## config.mk

```make
export PLATFORM = sky130hd
export DESIGN_NAME = ddrcs_ctrl
export DESIGN_NICKNAME = d
export VERILOG_FILES = /design/src/logic/ddrcs_ctrl.v /design/src/logic/ddrcs_down_counter.v
export VERILOG_INCLUDE_DIRS = /design/src /design/src/pkg
export SDC_FILE = /design/constraint.sdc
export NUM_CORES = 1
export LEC_CHECK = 0
export BUFFER_PORTS_ARGS = -buffer_cell sky130_fd_sc_hd__buf_2
export CORE_MARGIN = 2
export CORE_UTILIZATION = 54
export CTS_CLUSTER_SIZE = 30
export DETAILED_ROUTE_END_ITERATION = 16
export GPL_TIMING_DRIVEN = 0
export PLACE_DENSITY_LB_ADDON = 0.05
export SLEW_MARGIN = 20
export SYNTH_ARGS = -nofsm -noshare
export SYNTH_HDL_FRONTEND = slang
export SYNTH_SLANG_ARGS = --single-unit
export TNS_END_PERCENT = 20
```

## constraint.sdc

```tcl
create_clock -name clk -period 2.2 [get_ports clk]
set_input_delay 0.44 -clock clk [delete_from_list [all_inputs] [get_ports clk]]
set_output_delay 0.44 -clock clk [all_outputs]
set_load 0.02 [all_outputs]
```

## src/pkg/ddrcs_defs.vh

```
// Purpose: constants for the DDR2 command spacing controller
// Assumes: 100 MHz controller clock, 10 ns period
// Notes: times in ns, cycle counts derived by rounding up, except refresh intervals, rounded down
`ifndef DDRCS_DEFS_VH
`define DDRCS_DEFS_VH
`define DDRCS_CLK_PERIOD_NS 10
// Command encodings on cmd_code
`define DDRCS_CMD_NOP 3'h0
`define DDRCS_CMD_MRS 3'h1
`define DDRCS_CMD_READ 3'h2
`define DDRCS_CMD_OTHER 3'h3
`define DDRCS_CMD_REFRESH 3'h4
`define DDRCS_CMD_SR_ENTER 3'h5
`define DDRCS_CMD_PD_ENTER 3'h6
`define DDRCS_CMD_EXIT 3'h7
// Power states of the memory
`define DDRCS_PS_ACTIVE 2'h0
`define DDRCS_PS_SELFREF 2'h1
`define DDRCS_PS_PRE_PD 2'h2
`define DDRCS_PS_ACT_PD 2'h3
`define DDRCS_MODE_SET_SPACING 2
`define DDRCS_SR_EXTRA_NS 10
`define DDRCS_SELFREF_EXIT_READ_WAIT 200
`define DDRCS_PRECHARGE_PD_EXIT_WAIT 2
`define DDRCS_ACTIVE_PD_FAST_EXIT_WAIT 2
`define DDRCS_SLOW_EXIT_BASE 8
`define DDRCS_CKE_MIN_PULSE 3
// Input setup + period + hold, rounded up to whole ns
`define DDRCS_CLOCK_HOLD_NS 11
`define DDRCS_DRIVE_CAL_OUTPUT_DELAY_NS 12
`define DDRCS_TERMINATION_OUTPUT_DELAY_NS 12
`define DDRCS_REFI_NORMAL_NS 7800
`define DDRCS_REFI_HOT_NS 3900
`define DDRCS_MAX_POSTED_REFRESH 8
`define DDRCS_PS_A12_BIT 12
`define DDRCS_CNT_W 16
`endif

```

## src/logic/ddrcs_ctrl.v

```verilog
// Purpose: host-side command spacing gate for a DDR2 SDRAM
// Assumes: user offers commands with cmd_valid/cmd_code; cmd_ready
//   accepts them; accepted commands appear on mem_cmd in the same cycle as cmd_ready
// Notes: memory clock equals clk; refresh is counted, not scheduled
`timescale 1ns/10ps
`default_nettype none
`include "ddrcs_defs.vh"
module ddrcs_ctrl #(
  parameter REFRESH_CYCLE_NS = 128,
  parameter SLOW_EXIT_BASE = `DDRCS_SLOW_EXIT_BASE
) (
  input wire clk,
  input wire rst_b,
  input wire cmd_valid,
  input wire [2:0] cmd_code,
  input wire [13:0] cmd_addr,
  input wire [2:0] additive_latency,
  input wire temp_hot,
  output reg cmd_ready,
  output reg [2:0] mem_cmd,
  output reg [13:0] mem_addr,
  output reg mem_cke,
  output reg mem_clk_en,
  output reg outputs_settled,
  output reg refresh_due,
  output reg refresh_overdue
);
  localparam [15:0] SR_NONREAD_CYC = (REFRESH_CYCLE_NS + `DDRCS_SR_EXTRA_NS
    + `DDRCS_CLK_PERIOD_NS - 1) / `DDRCS_CLK_PERIOD_NS;
  localparam [15:0] HOLD_CYC = (`DDRCS_CLOCK_HOLD_NS + `DDRCS_CLK_PERIOD_NS
    - 1) / `DDRCS_CLK_PERIOD_NS;
  localparam [15:0] SETTLE_CYC = (`DDRCS_DRIVE_CAL_OUTPUT_DELAY_NS
    + `DDRCS_CLK_PERIOD_NS - 1) / `DDRCS_CLK_PERIOD_NS;
  // Longest interval rounds down so the average never runs late
  localparam [15:0] REFI_COOL_CYC = `DDRCS_REFI_NORMAL_NS
    / `DDRCS_CLK_PERIOD_NS;
  localparam [15:0] REFI_HOT_CYC = `DDRCS_REFI_HOT_NS / `DDRCS_CLK_PERIOD_NS;
  localparam [15:0] SLOW_BASE_CYC = SLOW_EXIT_BASE;
  localparam [15:0] MRD_CYC = `DDRCS_MODE_SET_SPACING;
  localparam [15:0] SR_READ_CYC = `DDRCS_SELFREF_EXIT_READ_WAIT;
  localparam [15:0] XP_CYC = `DDRCS_PRECHARGE_PD_EXIT_WAIT;
  localparam [15:0] XARD_CYC = `DDRCS_ACTIVE_PD_FAST_EXIT_WAIT;
  localparam [15:0] CKE_CYC = `DDRCS_CKE_MIN_PULSE;
  // Low phase covers both the pulse and the clock hold
  localparam [15:0] CKE_LOW_CYC = (HOLD_CYC > CKE_CYC) ? HOLD_CYC : CKE_CYC;

  // Counter slots: 0 any command, 1 read, 2 cke pulse, 3 settle
  reg [3:0] load_r;
  reg [15:0] val0_r, val1_r, val2_r, val3_r;
  wire [3:0] done;
  wire [63:0] vals = {val3_r, val2_r, val1_r, val0_r};
  genvar gi;
  generate
    for (gi = 0; gi < 4; gi = gi + 1) begin : g_cnt
      ddrcs_down_counter u_cnt (
        .clk(clk),
        .rst_b(rst_b),
        .load(load_r[gi]),
        .load_val(vals[gi*16 +: 16]),
        .done(done[gi])
      );
    end
  endgenerate

  reg [1:0] pstate_r;
  reg slow_exit_r;
  reg [15:0] refi_cnt_r;
  reg [3:0] owed_r;
  reg [15:0] slow_cyc;
  reg accept;
  reg is_read, is_ref, is_exit, is_entry, is_mrs;

  always @* begin
    is_read = (cmd_code == `DDRCS_CMD_READ);
    is_ref = (cmd_code == `DDRCS_CMD_REFRESH);
    is_exit = (cmd_code == `DDRCS_CMD_EXIT);
    is_mrs = (cmd_code == `DDRCS_CMD_MRS);
    is_entry = (cmd_code == `DDRCS_CMD_SR_ENTER) ||
      (cmd_code == `DDRCS_CMD_PD_ENTER);
    // base minus latency, at least one
    if (SLOW_BASE_CYC > {13'h0000, additive_latency} + 16'h0001) begin
      slow_cyc = SLOW_BASE_CYC - {13'h0000, additive_latency};
    end else begin
      slow_cyc = 16'h0001;
    end
    accept = 1'b0;
    // Ready cycle refused so a held request is not taken twice
    if (cmd_valid && cmd_code != `DDRCS_CMD_NOP && load_r == 4'h0 &&
      !cmd_ready) begin
      if (pstate_r == `DDRCS_PS_ACTIVE) begin
        if (is_exit) begin
          accept = 1'b0;
        end else if (is_entry) begin
          accept = done[0] && done[1] && done[2];
        end else if (is_read) begin
          accept = done[0] && done[1];
        end else begin
          accept = done[0];
        end
      end else begin
        accept = is_exit && done[2];
      end
    end
  end

  always @(posedge clk or negedge rst_b) begin
    if (!rst_b) begin
      cmd_ready <= 1'b0;
      mem_cmd <= `DDRCS_CMD_NOP;
      mem_addr <= 14'h0000;
      mem_cke <= 1'b1;
      mem_clk_en <= 1'b1;
      outputs_settled <= 1'b1;
      pstate_r <= `DDRCS_PS_ACTIVE;
      slow_exit_r <= 1'b0;
      load_r <= 4'h0;
      val0_r <= 16'h0000;
      val1_r <= 16'h0000;
      val2_r <= 16'h0000;
      val3_r <= 16'h0000;
    end else begin
      load_r <= 4'h0;
      cmd_ready <= 1'b0;
      mem_cmd <= `DDRCS_CMD_NOP;
      outputs_settled <= done[3] && !load_r[3];
      if (pstate_r == `DDRCS_PS_ACTIVE || !done[2] || load_r[2]) begin
        mem_clk_en <= 1'b1;
      end else begin
        mem_clk_en <= 1'b0;
      end
      if (accept) begin
        cmd_ready <= 1'b1;
        mem_cmd <= cmd_code;
        mem_addr <= cmd_addr;
        if (is_mrs) begin
          load_r[0] <= 1'b1;
          val0_r <= MRD_CYC;
          slow_exit_r <= cmd_addr[`DDRCS_PS_A12_BIT];
          load_r[3] <= 1'b1;
          val3_r <= SETTLE_CYC;
          outputs_settled <= 1'b0;
        end else if (is_entry) begin
          mem_cke <= 1'b0;
          load_r[2] <= 1'b1;
          val2_r <= CKE_LOW_CYC;
          if (cmd_code == `DDRCS_CMD_SR_ENTER) begin
            pstate_r <= `DDRCS_PS_SELFREF;
          end else if (cmd_addr[10]) begin
            pstate_r <= `DDRCS_PS_PRE_PD;
          end else begin
            pstate_r <= `DDRCS_PS_ACT_PD;
          end
        end else if (is_exit) begin
          mem_cke <= 1'b1;
          mem_clk_en <= 1'b1;
          pstate_r <= `DDRCS_PS_ACTIVE;
          load_r <= 4'h7;
          val2_r <= CKE_CYC;
          case (pstate_r)
            `DDRCS_PS_SELFREF: begin
              val0_r <= SR_NONREAD_CYC;
              val1_r <= SR_READ_CYC;
            end
            `DDRCS_PS_PRE_PD: begin
              val0_r <= XP_CYC;
              val1_r <= XP_CYC;
            end
            `DDRCS_PS_ACT_PD: begin
              val0_r <= XP_CYC;
              val1_r <= slow_exit_r ? slow_cyc : XARD_CYC;
            end
            default: begin
              val0_r <= 16'h0001;
              val1_r <= 16'h0001;
            end
          endcase
        end
      end
    end
  end

  always @(posedge clk or negedge rst_b) begin
    if (!rst_b) begin
      refi_cnt_r <= 16'h0000;
      owed_r <= 4'h0;
      refresh_due <= 1'b0;
      refresh_overdue <= 1'b0;
    end else begin
      if (refi_cnt_r >= (temp_hot ? REFI_HOT_CYC : REFI_COOL_CYC) - 16'h1) begin
        refi_cnt_r <= 16'h0000;
        if (!(accept && is_ref) && owed_r != 4'hf) begin
          owed_r <= owed_r + 4'h1;
        end
      end else begin
        refi_cnt_r <= refi_cnt_r + 16'h0001;
        if (accept && is_ref && owed_r != 4'h0) begin
          owed_r <= owed_r - 4'h1;
        end
      end
      refresh_due <= owed_r != 4'h0;
      refresh_overdue <= owed_r >= `DDRCS_MAX_POSTED_REFRESH;
    end
  end
endmodule // ddrcs_ctrl
`default_nettype wire

```

## src/logic/ddrcs_down_counter.v

```verilog
// Purpose: loadable down-counter for one spacing constraint
// Assumes: load wins over counting
// Notes: done is high while the count is zero
`timescale 1ns/10ps
`default_nettype none
module ddrcs_down_counter (
  input wire clk,
  input wire rst_b,
  input wire load,
  input wire [15:0] load_val,
  output wire done
);
  reg [15:0] cnt_r;
  always @(posedge clk or negedge rst_b) begin
    if (!rst_b) begin
      cnt_r <= 16'h0000;
    end else if (load) begin
      cnt_r <= load_val;
    end else if (cnt_r != 16'h0000) begin
      cnt_r <= cnt_r - 16'h0001;
    end
  end
  assign done = (cnt_r == 16'h0000);
endmodule // ddrcs_down_counter
`default_nettype wire

```

=== Word level (Yosys, flattened, before mapping) ===
Index checks and enable logic that the tools add are counted.

* Register bits: 163
* Bits of input ports: 24
* Output and inout port bits: 23
* Logic and storage cells: 139

* Add/subtract/negate cells: 10
* Order comparisons: 3
* Eq/ne operators: 12
* Multiplexer cells: 49
* Bitwise gates (word level): 2
* Reduce and logical (&&, ||, !) cells: 42

{| class="wikitable"
|+ Operator list
! operator !! count
|-
| two-way mux 16 bit || 16
|-
| zero test 16 bit || 4
|-
| nonzero test 16 bit || 4
|-
| subtractor 16 x 1 -> 16 bit (second input constant) || 4
|-
| case mux 16 bit (3 select lines) || 1
|-
| two-way mux 1 bit || 19
|-
| adder 16 x 1 -> 16 bit (second input constant) || 1
|-
| >= comparator 16 bit || 1
|-
| two-way mux 4 bit || 4
|-
| nonzero test 2 bit || 7
|-
| equality test 3 bit (second input constant) || 4
|-
| subtractor 10 x 1 -> 11 bit (second input constant) || 1
|-
| logical AND 1 bit || 10
|-
| two-way mux 10 bit || 1
|-
| two-way mux 2 bit || 5
|-
| case mux 4 bit (2 select lines) || 1
|-
| two-way mux 3 bit || 2
|-
| AND reduction 3 bit || 2
|-
| subtractor 4 x 3 -> 5 bit (first input constant) || 1
|-
| adder 3 x 1 -> 4 bit (second input constant) || 1
|-
| adder 4 x 1 -> 4 bit (second input constant) || 1
|-
| equality test 2 bit (second input constant) || 2
|-
| >= comparator 4 bit (second input constant) || 1
|-
| greater-than comparator 4 bit (first input constant) || 1
|-
| 16 further kinds || 24
|}

=== Longest topological paths before layout ===
* Word-level depth: 12
* Gate-level depth with buffers: 12

=== By module ===
Synthesis repeated with hierarchy kept, for this count alone.

* Cells, all modules: 647
* Area total of the unflattened synthesis: 6771.5 um^2

{| class="wikitable"
|+ Modules (own cells, without submodules)
! module !! times used !! cells an instance !! area an instance (um^2)
|-
| ddrcs_down_counter at g_cnt[0].u_cnt ... || 3 || 104 || 1006.0
|-
| ddrcs_ctrl || 1 || 231 || 2793.9
|-
| ddrcs_down_counter at g_cnt[3].u_cnt || 1 || 104 || 959.7
|}

=== Worst setup path after synthesis ===
No wires, ideal clock.

* Kind: input to register
* From: in temp_hot
* To: reg owed_r[2]
* Library setup time: 0.077 ns
* Arrival: 2.353 ns
* Setup slack: -0.230 ns
* Cell stages on the path: 9
* Buffers on the path: 1
* Cells stage by stage: ha_1 a21oi_1 o211ai_1 a41o_1 clkbuf_1 fa_1 xor2_1 mux2_2 a21oi_1

* Longest elaborated chain between the ends: 5
* Elaborated cells between the ends (all ways): 7

{| class="wikitable"
|+ RTL lines
! what !! RTL line !! source
|-
| start, declared || ddrcs_ctrl.v:18 || <nowiki>input wire temp_hot,</nowiki>
|-
| two-way mux 10 bit * || ddrcs_ctrl.v:189 || <nowiki>if (refi_cnt_r >= (temp_hot ? REFI_HOT_CYC : REFI_COOL_CYC) - 16'h1) begin</nowiki>
|-
| subtractor 10 x 1 -> 11 bit * || ddrcs_ctrl.v:189 ||
|-
| >= comparator 16 bit * || ddrcs_ctrl.v:189 ||
|-
| inequality test 2 x 1 -> 1 bit (no line) or nonzero test 2 bit (tied branches) || n/a ||
|-
| AND reduction 2 bit (no line) || n/a ||
|-
| end signal, assigned || ddrcs_ctrl.v:192 || <nowiki>owed_r <= owed_r + 4'h1;</nowiki>
|-
| end signal, assigned || ddrcs_ctrl.v:197 || <nowiki>owed_r <= owed_r - 4'h1;</nowiki>
|-
| end, declared || ddrcs_ctrl.v:68 || <nowiki>reg [3:0] owed_r;</nowiki>
|}

Mark *: on every way between the ends. The rest lies on a longest branch, timed or not.
A chain may end at the register's enable or synchronous reset.

=== Worst setup path in the final report ===
* From: reg g_cnt[2].u_cnt.cnt_r[1]
* To: reg mem_cke

* Longest elaborated chain between the ends: 7
* Elaborated cells between the ends (all ways): 8

{| class="wikitable"
|+ RTL lines
! what !! RTL line !! source
|-
| start, declared || ddrcs_down_counter.v:13 || <nowiki>reg [15:0] cnt_r;</nowiki>
|-
| start signal, assigned || ddrcs_down_counter.v:18 || <nowiki>cnt_r <= load_val;</nowiki>
|-
| start signal, assigned || ddrcs_down_counter.v:20 || <nowiki>cnt_r <= cnt_r - 16'h0001;</nowiki>
|-
| zero test 16 bit * || ddrcs_down_counter.v:23 || <nowiki>assign done = (cnt_r == 16'h0000);</nowiki>
|-
| logical AND 1 bit || ddrcs_ctrl.v:94 || <nowiki>accept = done[0] && done[1] && done[2];</nowiki>
|-
| two-way mux 1 bit || ddrcs_ctrl.v:93 || <nowiki>end else if (is_entry) begin</nowiki>
|-
| two-way mux 1 bit || ddrcs_ctrl.v:91 || <nowiki>if (is_exit) begin</nowiki>
|-
| two-way mux 1 bit * || ddrcs_ctrl.v:90 || <nowiki>if (pstate_r == `DDRCS_PS_ACTIVE) begin</nowiki>
|-
| two-way mux 1 bit * || ddrcs_ctrl.v:88 || <nowiki>if (cmd_valid && cmd_code != `DDRCS_CMD_NOP && load_r == 4'h0 &&</nowiki>
|-
| AND reduction 3 bit (no line) * || n/a ||
|-
| end signal, assigned || ddrcs_ctrl.v:111 || <nowiki>mem_cke <= 1'b1;</nowiki>
|-
| end signal, assigned || ddrcs_ctrl.v:143 || <nowiki>mem_cke <= 1'b0;</nowiki>
|-
| end signal, assigned || ddrcs_ctrl.v:154 || <nowiki>mem_cke <= 1'b1;</nowiki>
|-
| end, declared || ddrcs_ctrl.v:22 || <nowiki>output reg mem_cke,</nowiki>
|}

Marked as above.

==> flow_summary.toml <==
[sta]
finalSetupTns_ns = -2.435
worst_pin_slew_ns = 0.5113
finalMaxSlewViolations = 0
finalSetupViolations = 26
max_freq_ghz = 0.4248
worst_clock_skew_ns = 0.006831
period_needed_ns = 2.354
rsz0062_at_grt = "true"
max_slew_margin_pct = 65.91
final.period_utilization_pct = 107.0
hold_viol = 0
timing.final.ws_setup_ns = -0.1541

[final_layout]
layout.nets = 724
nFillCells = 782
multiInputGateArea_mm2 = 0.003012
final_cells = 836
finalInstanceArea_mm2 = 0.007662
area_growth_pct = 28.39
fin_util_pct = 70.99
antenna_cells = 0
register_area_mm2 = 0.003108
layout-drive-gt1-share_pct = 27.59

[worst_setup_path]
setup.worst_path.class = "flop to flop"
crit_chain = "inv_2 > ha_4 > nor4b_4 > nand4_1 > buf_4 > nand3_1 > a41oi_4 > or2_4 > buf_12 > buf_8 > buf_6 > o22ai_2"
reg2reg_setup_slack_ns = -0.15
slowest_delay_ns = 0.40
slowest_stage = "dfrtp_1"
cp-startpoint = "g_cnt[2].u_cnt.cnt_r[1]$_DFFE_PN0P_"
worst-path-buf-inv = 5
timing.rr.end = "mem_cke$_DFFE_PN1P_"
critPathMaxFanout = 6
path_delay_family = "simple AND/OR/NAND/NOR gates"
cp-end-kind = "flop"
rr_worst_depth = 12
crit_arrival_ns = 2.81
required_ns = 2.66
r2r-start = "g_cnt[2].u_cnt.cnt_r[1]$_DFFE_PN0P_"
start_kind = "flop"

[grt]
gr-total-overflow = 0
grt_pass1_vias = 4517
grt_usage_pct = 22.88
grt_max_degree = 72
grt_pass1_wl_mm = 20.84
antenna_found_initial = 0

[yosys]
synth_top_family_by_area = "simple AND/OR/NAND/NOR gates"
synth_seq_cells = 124
ys.flop_type = "dfrtp_1"
synth_area_per_cell_um2 = 10.31
yosys.area_share.xor_xnor_pct = 8.658
synth_top_area_share_pct = 50.73
synth-simple-area-share_pct = 21.76
synth_compound_area_share_pct = 5.954
yosys_warnings = 0
synth_edf_count = 0
synth_mux_area_share_pct = 4.948
yosys.cell_types.count = 55
synthesis.area_mm2 = 0.005968
seq_area_frac_synth_pct = 52.05
synthAdderAreaFrac_pct = 3.690
netlist_instances = 579
yosys.area.top_type = "dfrtp_1"
synthArstFlopShare_pct = 100.0
synthTopCellsByArea = "dfrtp_1 (51%), xnor2_1 (5.7%), nor2_1 (5.4%)"

[clocking]
cts.reportedPaths.clkPinSlew_ns = 0.06
cts_tree = "built"
htreeDepth = 4
numCtsBuffers = 17
worstSkewPairLatency_ns = 0.53
clock-sinks = 124
cts_max_path_buffers = 2
cts_root_buf = "clkbuf_8"

[placed_design]
dp_hpwl_mm = 8.133
portBuffers = 45
dpl_cell_area_mm2 = 0.006461
place.gp.congestion = 0.8247
dp.cells = 769

[detailed_routing]
vias = 4435
dr.first_iter.drc_count = 206
wire_per_inst_um = 15.07
drtPass1Iterations = 4
totalWireLength_mm = 12.60
drc = 0
via_per_inst = 5.305
drtAntennaViolNets = 0

[floorplanning]
dieArea_mm2 = 0.01191
ios = 47
start_util_pct = 55.30
coreArea_mm2 = 0.01079
fp-row-count = 38
chipHeight_um = 109.1
die_x_um = 109.1

[outcome]
status = "finished with violations"
violations = "negative setup slack"

[worst_hold_path]
holdPathStages = 2
hp-start = "cmd_addr[5]"
hp-class = "primary input to flop"
whs_endpoint = "mem_addr[5]$_DFFE_PN0N_"

[pwr]
p_leak_nw = 3.477
p_total_mw = 9.088
power_per_cell_area_mw_per_mm2 = 1186
ir_drop_v = 0.0008719

[job]
maxCapViolCount = 0
-- layer usage --
metal / wire length (um) / vias to the layer above / GRT usage (%)
met4: 168 / 0 / 7.418
li1: - / 2213 / -
met2: 6439 / 35 / 38.82
met1: 5685 / 2173 / 28.11
met5: 0 / - / 0
met3: 306 / 14 / 6.575
-- cell usage after synthesis (12+ instances only) --
master and instances:
o21ai_0 21, mux2_2 16, nor2_1 86, nand3_1 22, a21oi_1 17, dfrtp_1 121, inv_1 24, nand2_1 41
or3_1 12, nor3_1 22, nor4_1 25, xnor2_1 39, ha_1 16, xor2_1 20
-- worst reg2reg max path, stage by stage, from the launching register on --
cell     delay (ns)
dfrtp_1        0.40
inv_2          0.09
ha_4           0.12
nor4b_4        0.18
nand4_1        0.20
buf_4          0.19
nand3_1        0.16
a41oi_4        0.14
or2_4          0.30
buf_12         0.15
buf_8          0.13
buf_6          0.11
o22ai_2        0.13
-- layout by cell type (no fill, tap or decap), types with 4 or more instances in the layout --
cell	n
clkbuf_16	16
inv_1	19
a21oi_1	14
xnor2_1	39
buf_4	29
ha_1	12
nand2_1	40
buf_6	8
or3_1	11
mux2_2	15
or2_2	5
nor3_1	21
nand3_1	22
or4_1	4
nor4_2	8
buf_2	44
clkbuf_1	12
dfrtp_1	120
mux2i_1	4
o21ai_0	19
xor2_1	19
mux2_4	6
nor2_1	83
nor4_1	14
and3_1	6
clkbuf_8	7
nand2b_1	4
conb_1	5
nor4_4	5
ha_4	4
nor2b_1	4
-- how the worst max path moves through the flow --
stage,endpoint,slack (ns),cells past startpoint
after floorplan,mem_addr[10]$_DFFE_PN0N_,-0.1,8
after global placement,g_cnt[0].u_cnt.cnt_r[8]$_DFFE_PN0P_,-0.88,1
after detailed placement,owed_r[3]$_DFFE_PN0P_,-0.43,12
after CTS,mem_cke$_DFFE_PN1P_,-0.17,10
after global routing,owed_r[2]$_DFFE_PN0P_,-0.34,10
final,mem_cke$_DFFE_PN1P_,-0.15,12
-- where the power goes --
part           total, mW  switching, mW  internal [mW]
Clock               2.84          0.961           1.87
Combinational       2.42           1.21           1.21
Sequential          3.83          0.832           3.00
-- flip-flops by register name (all words and copies together), names as in the netlist --
signal             count
g_cnt.u_cnt.cnt_r     64
refi_cnt_r            16
mem_addr              14
val1_r                 5
load_r                 4
owed_r                 4
mem_cmd                3
val0_r                 3
pstate_r               2
cmd_ready              1
mem_cke                1
mem_clk_en             1
outputs_settled        1
refresh_due            1
refresh_overdue        1
slow_exit_r            1
val2_r                 1
val3_r                 1
-- per-stage QoR --
step,worst slack [ns],hold slack [ns]
2_1_floorplan,-0.09727,0.1444
3_3_place_gp,-0.8758,0.4506
5_1_grt,-0.3385,0.1227
3_5_place_dp,-0.4286,0.4256
6_report,-0.1541,0.1406
4_1_cts,-0.1683,0.1194
-- cell type report --
cell class                      instances  share of cell area, %
Clock inverter                          6                  1.404
Inverter                               24                  1.274
Sequential cell                       124                  40.56
Clock buffer                           26                  6.499
Timing Repair Buffer                   82                  7.397
Tap cell                              140                  2.286
Multi-Input combinational cell        421                  39.30
Buffer                                 13                  1.274
-- repair_timing --
item	CTS	global route
pin swaps	13	22
setup endpoints to repair	35	65
resized for setup	32	34
endpoints found under the hold margin	53	0
hold buffers	1	0
setup buffers	22	13
-- logic make-up after synthesis --
kind of cell,count (synthesis)
xor gates and xnor gates,59
adders and majority gates,17
and+or+nand+nor,257
muxes,25
other,1
AOI/OAI and AO/OA,58
buffers and inverters,38
DFF,124
Note: power is estimated with default switching activity, not from simulation.
